==> config.mk <==
export PLATFORM = sky130hd
export DESIGN_NAME = asm_alarm_top
export DESIGN_NICKNAME = d
export VERILOG_FILES = /design/src/hw/asm_pkg.sv /design/src/hw/asm_alarm_top.sv /design/src/hw/asm_edge.sv /design/src/hw/asm_sticky.sv
export SDC_FILE = /design/constraint.sdc
export NUM_CORES = 1
export LEC_CHECK = 0
export BUFFER_PORTS_ARGS = -buffer_cell sky130_fd_sc_hd__buf_2
export CORE_MARGIN = 8
export CORE_UTILIZATION = 45
export CTS_CLUSTER_SIZE = 16
export DETAILED_ROUTE_END_ITERATION = 7
export GPL_ROUTABILITY_DRIVEN = 0
export PLACE_DENSITY = 0.76
export SYNTH_ARGS = -nofsm -noshare
export SYNTH_HDL_FRONTEND = slang
export SYNTH_HIERARCHICAL = 1
export SYNTH_SLANG_ARGS = --single-unit
==> constraint.sdc <==
create_clock -name clk_in -period 4.85 [get_ports clk_in]
set_clock_uncertainty 0.2 [all_clocks]
set_input_delay 0.2425 -clock clk_in [delete_from_list [all_inputs] [get_ports clk_in]]
set_output_delay 0.2425 -clock clk_in [all_outputs]
set_load 0.02 [all_outputs]
==> src/hw/asm_pkg.sv <==
// package: register map, field positions, reset values and modes of the alarm aggregator
package asm_pkg;
  localparam int          ASM_ADDR_W        = 12;
  localparam int          ASM_DATA_W        = 8;
  localparam int          ASM_LANES         = 8;
  // register addresses
  localparam logic [11:0] ASM_SUMMARY_ADDR  = 12'h2C0;
  localparam logic [11:0] ASM_FLAGS_ADDR    = 12'h2C1;
  localparam logic [11:0] ASM_MASK_ADDR     = 12'h2C2;
  localparam logic [11:0] ASM_LANE_ADDR     = 12'h2C4;
  localparam logic [11:0] ASM_CTRL_ADDR     = 12'h2C8;
  // flag / mask bit positions
  localparam int          ASM_BIT_CLK       = 0;
  localparam int          ASM_BIT_RSV1      = 1;
  localparam int          ASM_BIT_REALIGN   = 2;
  localparam int          ASM_BIT_LINK      = 3;
  localparam int          ASM_BIT_PLL       = 4;
  localparam int          ASM_BIT_FIFO      = 5;
  localparam int          ASM_BIT_SUMMARY   = 0;
  // control register fields
  localparam int          ASM_CTRL_LINK_EN  = 0;
  localparam int          ASM_CTRL_MODE66   = 1;
  localparam int          ASM_CTRL_PIN_SEL  = 2;
  // reset values and implemented bit masks
  localparam logic [7:0]  ASM_FLAGS_RST     = 8'h3F;
  localparam logic [7:0]  ASM_MASK_RST      = 8'h3F;
  localparam logic [7:0]  ASM_LANE_RST      = 8'hFF;
  localparam logic [7:0]  ASM_CTRL_RST      = 8'h00;
  localparam logic [7:0]  ASM_FLAGS_IMPL    = 8'h3F;
  localparam logic [7:0]  ASM_CTRL_IMPL     = 8'h07;
  localparam logic [7:0]  ASM_ZERO          = 8'h00;
endpackage

==> src/hw/asm_alarm_top.sv <==
// module: alarm flag, mask and summary aggregator with register port and interrupt pin
`timescale 1ns/1ps
module asm_alarm_top
  import asm_pkg::*;
#(
  parameter int LANES = ASM_LANES
)
(
  input  wire logic                  clk_in,
  input  wire logic                  rst_n_in,
  input  wire logic                  soft_reset_in,
  input  wire logic [ASM_ADDR_W-1:0] addr_in,
  input  wire logic [ASM_DATA_W-1:0] wdata_in,
  input  wire logic                  wr_in,
  input  wire logic                  rd_in,
  output logic      [ASM_DATA_W-1:0] rdata_out,
  input  wire logic [LANES-1:0]      lane_active_in,
  input  wire logic [LANES-1:0]      lane_fifo_err_in,
  input  wire logic                  pll_locked_in,
  input  wire logic                  data_encoding_state_in,
  input  wire logic                  realign_in,
  input  wire logic                  sysref_realign_in,
  input  wire logic                  divider_mismatch_in,
  input  wire logic                  cal_status_in,
  output logic                       status_output_pin_out,
  output logic                       irq_out,
  output logic                       serial_link_enable_out
);
  // ****************************************************************
  // state and parameter checks
  // ****************************************************************
  typedef struct packed
  {
    logic [7:0] mask;
    logic [7:0] ctrl;
    logic [7:0] rdata;
    logic       pin;
    logic       irq;
  } asm_top_state_t;

  asm_top_state_t st_q;
  asm_top_state_t st_d;

  // refused at elaboration: lane flags share one eight-bit register
  if (LANES < 1 || LANES > ASM_DATA_W)
  begin
    $error("lane count must be 1 to 8");
  end

  // ****************************************************************
  // decode
  // ****************************************************************
  function automatic logic hit(input logic [ASM_ADDR_W-1:0] a, input logic [11:0] reg_addr);
    hit = (a == reg_addr);
  endfunction

  logic             rst_all_n;
  logic             wr_flags;
  logic             wr_mask;
  logic             wr_lane;
  logic             wr_ctrl;
  logic [7:0]       flag_set;
  logic [7:0]       flag_clr;
  logic [7:0]       flags;
  logic [LANES-1:0] lane_set;
  logic [LANES-1:0] lane_clr;
  logic [LANES-1:0] lane_flags;
  logic             link_en;
  logic             mode66;
  logic             link_en_rise;
  logic             summary;
  logic [7:0]       lane_word;

  // soft reset acts as a full block reset, same presets as power-on
  assign rst_all_n = rst_n_in & ~soft_reset_in;
  assign wr_flags  = wr_in & hit(addr_in, ASM_FLAGS_ADDR);
  assign wr_mask   = wr_in & hit(addr_in, ASM_MASK_ADDR);
  assign wr_lane   = wr_in & hit(addr_in, ASM_LANE_ADDR);
  assign wr_ctrl   = wr_in & hit(addr_in, ASM_CTRL_ADDR);
  assign link_en   = st_q.ctrl[ASM_CTRL_LINK_EN];
  assign mode66    = st_q.ctrl[ASM_CTRL_MODE66];

  asm_edge #(
    .WIDTH (1)
  ) u_link_start (
    .clk_in   (clk_in),
    .rst_n_in (rst_all_n),
    .level_in (link_en),
    .rise_out (link_en_rise)
  );

  // ****************************************************************
  // flag set conditions
  // ****************************************************************
  // undefined flags while the link is off are simply held at their last value
  always_comb
  begin
    flag_set                  = ASM_ZERO;
    flag_set[ASM_BIT_FIFO]    = |(lane_active_in & lane_fifo_err_in);
    flag_set[ASM_BIT_PLL]     = ~pll_locked_in;
    if (mode66)
      flag_set[ASM_BIT_LINK]  = link_en & (link_en_rise | realign_in);
    else
      flag_set[ASM_BIT_LINK]  = link_en & ~data_encoding_state_in;
    flag_set[ASM_BIT_REALIGN] = sysref_realign_in;
    flag_set[ASM_BIT_CLK]     = divider_mismatch_in;
  end

  assign flag_clr = wr_flags ? (wdata_in & ASM_FLAGS_IMPL) : ASM_ZERO;
  assign lane_set = lane_active_in & lane_fifo_err_in;
  // a fifo flag clear wipes every lane bit too
  assign lane_clr = (wr_flags & wdata_in[ASM_BIT_FIFO]) ? {LANES{1'b1}}
                  : (wr_lane ? wdata_in[LANES-1:0] : {LANES{1'b0}});

  asm_sticky #(
    .WIDTH (8),
    .RST   (ASM_FLAGS_RST)
  ) u_flags (
    .clk_in    (clk_in),
    .rst_n_in  (rst_all_n),
    .set_in    (flag_set),
    .clr_in    (flag_clr),
    .flags_out (flags)
  );

  asm_sticky #(
    .WIDTH (LANES),
    .RST   (ASM_LANE_RST)
  ) u_lanes (
    .clk_in    (clk_in),
    .rst_n_in  (rst_all_n),
    .set_in    (lane_set),
    .clr_in    (lane_clr),
    .flags_out (lane_flags)
  );

  // ****************************************************************
  // summary
  // ****************************************************************
  // reserved bit 1 is set at reset but never reaches the summary
  assign summary = |(flags & ~st_q.mask & ASM_FLAGS_IMPL & ~(8'h01 << ASM_BIT_RSV1));

  always_comb
  begin
    lane_word               = ASM_ZERO;
    lane_word[LANES-1:0]    = lane_flags;
  end

  // ****************************************************************
  // registers and read port
  // ****************************************************************
  always_comb
  begin
    st_d       = st_q;
    st_d.rdata = ASM_ZERO;
    // mask 7:6 are stored as written; software is expected to keep them zero
    if (wr_mask)
      st_d.mask = wdata_in;
    if (wr_ctrl)
      st_d.ctrl = wdata_in & ASM_CTRL_IMPL;
    if (rd_in)
    begin
      if (hit(addr_in, ASM_SUMMARY_ADDR))
        st_d.rdata = {7'h00, summary};
      else if (hit(addr_in, ASM_FLAGS_ADDR))
        st_d.rdata = flags & ASM_FLAGS_IMPL;
      else if (hit(addr_in, ASM_MASK_ADDR))
        st_d.rdata = st_q.mask;
      else if (hit(addr_in, ASM_LANE_ADDR))
        st_d.rdata = lane_word;
      else if (hit(addr_in, ASM_CTRL_ADDR))
        st_d.rdata = st_q.ctrl;
      else
        st_d.rdata = ASM_ZERO;
    end
    st_d.irq = summary;
    // pin select: summary as hardware interrupt, else calibration status
    st_d.pin = st_q.ctrl[ASM_CTRL_PIN_SEL] ? summary : cal_status_in;
  end

  always_ff @(posedge clk_in)
  begin
    if (!rst_all_n)
    begin
      st_q.mask  <= ASM_MASK_RST;
      st_q.ctrl  <= ASM_CTRL_RST;
      st_q.rdata <= ASM_ZERO;
      st_q.pin   <= 1'b0;
      st_q.irq   <= 1'b0;
    end
    else
      st_q <= st_d;
  end

  assign rdata_out              = st_q.rdata;
  assign status_output_pin_out  = st_q.pin;
  assign irq_out                = st_q.irq;
  assign serial_link_enable_out = st_q.ctrl[ASM_CTRL_LINK_EN];
endmodule

==> src/hw/asm_edge.sv <==
// module: rising-edge pulse detector for the link enable bit
`timescale 1ns/1ps
module asm_edge
#(
  parameter int WIDTH = 1
)
(
  input  wire logic             clk_in,
  input  wire logic             rst_n_in,
  input  wire logic [WIDTH-1:0] level_in,
  output logic      [WIDTH-1:0] rise_out
);
  typedef struct packed
  {
    logic [WIDTH-1:0] prev;
  } asm_edge_state_t;

  asm_edge_state_t st_q;
  asm_edge_state_t st_d;

  if (WIDTH < 1)
  begin
    $error("asm_edge width must be positive");
  end

  always_comb
  begin
    st_d.prev = level_in;
  end

  always_ff @(posedge clk_in)
  begin
    if (!rst_n_in)
      st_q.prev <= '0;
    else
      st_q <= st_d;
  end

  assign rise_out = level_in & ~st_q.prev;
endmodule

==> src/hw/asm_sticky.sv <==
// module: generic bank of sticky set-wins-over-clear flags with reset preset
`timescale 1ns/1ps
module asm_sticky
  import asm_pkg::*;
#(
  parameter int         WIDTH = 8,
  parameter logic [7:0] RST   = 8'hFF
)
(
  input  wire logic             clk_in,
  input  wire logic             rst_n_in,
  input  wire logic [WIDTH-1:0] set_in,
  input  wire logic [WIDTH-1:0] clr_in,
  output logic      [WIDTH-1:0] flags_out
);
  typedef struct packed
  {
    logic [WIDTH-1:0] flags;
  } asm_sticky_state_t;

  asm_sticky_state_t st_q;
  asm_sticky_state_t st_d;

  // refused at elaboration: the reset preset is only eight bits wide
  if (WIDTH < 1 || WIDTH > 8)
  begin
    $error("asm_sticky width out of range");
  end

  // set wins over clear so a live event is never lost
  always_comb
  begin
    st_d = st_q;
    for (int i = 0; i < WIDTH; i++)
    begin
      st_d.flags[i] = set_in[i] | (st_q.flags[i] & ~clr_in[i]);
    end
  end

  always_ff @(posedge clk_in)
  begin
    if (!rst_n_in)
      st_q.flags <= RST[WIDTH-1:0];
    else
      st_q <= st_d;
  end

  assign flags_out = st_q.flags;
endmodule
==> run summary <==
- 0 — Max Cap Viol
- 6 — warnings from Yosys
- 3537 µm — half-perimeter wire length after placement
- 16.73% — P&R area growth vs syn
- 0 ns — Setup TNS
- 0.07 ns — CTS clock-pin slew for the worst setup and hold paths
- 1.790 ns — Final min period
- flip-flop — critical path capture point type
- 1952 µm² — combined area of all synthesized cells
- 216 — cells after synthesis
- 81.86 µm — die span in x
- in2reg — CP Class
- 3.37 ns — R2R Setup Slk
- u_flags/flags_out[4] — end point of the worst hold path
- 0 — count of unresolved DRC violations after routing
- rdata_out[0] — capturing point of the worst reg2reg path
- 58 — I/O Pins
- 45.77% — effective utilization at floorplan
- 36.90% — Tcrit/Tclk final
- false — RSZ-0062 raised after global routing
- 24 — std cell rows
- 2 — CTS H-tree lvls
- 0 — Remaining Overflow, GRT
- 0.29 ns — worst skew pair latency
- 5 — number of CTS-inserted buffers
- 0 — antenna violations before repair
- 2 — largest buffer count on any clock path
- 307 — number of instances in the placed design
- 242.4 nW/µm² — pwr/cell area
- 0 — final setup violation count
- 7596 µm — wire length of the first global-routing pass
- 2.750 ns — worst setup slack after placement
- 1.144 nW — static power due to leakage
- 0.7196 ns — worst-margin pin slew
- built — TritonCTS clock tree
- 4602 µm — aggregate routed wire length
- in2reg — class of the tightest hold or removal check
- 5.116 — detailed-route vias per instance
- 4 — number of search-and-repair iterations in the first detailed-routing pass
- 81.86 µm — die boundary height
- 181 — initial detailed-routing violation count
- clkbuf_8 — CTS Root Buffer Type
- 0 — Final Hold Violating Endpoints
- 313 — Post-layout nets
- 57 — number of buffer cells added on primary ports
- 0 — final max-slew violation count
- 4 — reg2reg path depth
- 0.1714 mV — Peak VDD IR
- 1,627 — vias in the first global route
- 403 — fill cell total of the finished layout
- finished, final reports clean — run status
- primary input — kind of start point of the critical path
- 3 — depth of the worst hold-timing path
- 2161 µm² — total placed instance area
- 720.7 µm² — Reg area
- 51.73% — Max transition margin
- 2278 µm² — Final Instance Area
- 29.70% — fraction of layout cells with a size suffix above 1
- 4.83 ns — Critical Path RT
- 558.7 MHz — achievable frequency
- 36 — number of clock sinks seen by CTS
- 0 — number of antenna cells inserted
- 1.77 ns — arrival time of data at the critical path endpoint
- 263 — Synth Net Count
- pll_locked_in — start point of the worst min-delay path
- soft_reset_in — Critical Path Source
- 4264 µm² — Core ar.
- 6701 µm² — die footprint
- 14.47 µm — routed wire length per instance
- u_flags/flags_out[0] — worst reg2reg startpoint
- 1060 µm² — footprint of the multi-input gates
- 0 — final antenna-violating net count
- 1,627 — via count
- 23 — largest driver fanout on the critical path
- 14.70% — GRT Resource Usage Total
- 0.01288 ns — final hold slack
- 3.060 ns — fin worst setup slack
- 0 — post-CTS setup-driven buffer insertion count
- 24 — largest net degree at the start of global routing
- 9.036 µm² — per-instance average area after synthesis
- 318 — Finished Layout Cells
[worst max-delay path by stage]
stage	to	slack, ns	cells past startpoint
floorplan	u_flags/flags_out[5]	3.06	4
global placement	rdata_out[6]	2.78	6
detailed placement	rdata_out[6]	2.75	6
CTS	rdata_out[6]	3.06	6
global route	rdata_out[6]	2.91	6
finish	rdata_out[6]	3.06	6
[critical path: stages]
cell,delay (ns)
buf_2,0.07
nand2b_1,0.22
clkinv_1,0.63
nand4_4,0.39
or4_4,0.18
a21oi_2,0.03
[flip-flops by register name (all words and copies together) (netlist names)]
name,flops
st_q,9
irq_out,1
u_link_start/st_q,1
status_output_pin_out,1
serial_link_enable_out,1
u_flags/flags_out,6
mode66,1
u_lanes/flags_out,8
rdata_out,8
[routing by layer]
| metal | share of wire (%) | GRT usage, % |
|---|---|---|
| met1 | 43 | 18.12 |
| met2 | 44 | 22.10 |
| met3 | 10 | 4.814 |
| met4 | 2.7 | 8.070 |
| met5 | 0 | 0 |
[cell type report]
class | instances | area share (%)
multi-input cells | 154 | 46.51
flip-flops and latches | 36 | 31.63
repair buffers | 61 | 14.28
clock buffers | 6 | 3.185
well taps | 52 | 2.856
inverters | 8 | 1.318
clock inverters | 1 | 0.2197
[power breakdown]
part           switching [mW]  internal (mW)
registers           0.0000653          0.296
clock network          0.0994         0.0975
logic                  0.0294         0.0299
total                   0.129          0.423
[layout by cell type (no fill, tap or decap), types with 5 or more instances in the layout]
cell,instances
inv_1,7
and2_1,15
nand3b_1,17
nor2_1,14
dfxtp_1,36
mux2i_1,11
clkbuf_8,5
buf_2,57
nand2b_1,16
nand2_1,24
[metrics by stage]
step / power [mW] / utilization [%]
final: 0.5522 / 53.43
after CTS: 0.5601 / 53.43
after global routing: 0.5806 / 53.43
after global placement: 0.3585 / 50.67
after detailed placement: 0.3597 / 50.67
after floorplan: 0.3374 / -
[timing repair]
item | 4_1_cts | 5_1_grt
endpoints found under the setup margin | 0 | 0
resized for setup | 0 | 0
hold buffers | 4 | 0
endpoints found under the hold margin | 4 | 0
Power figures use the tool's default switching activity.
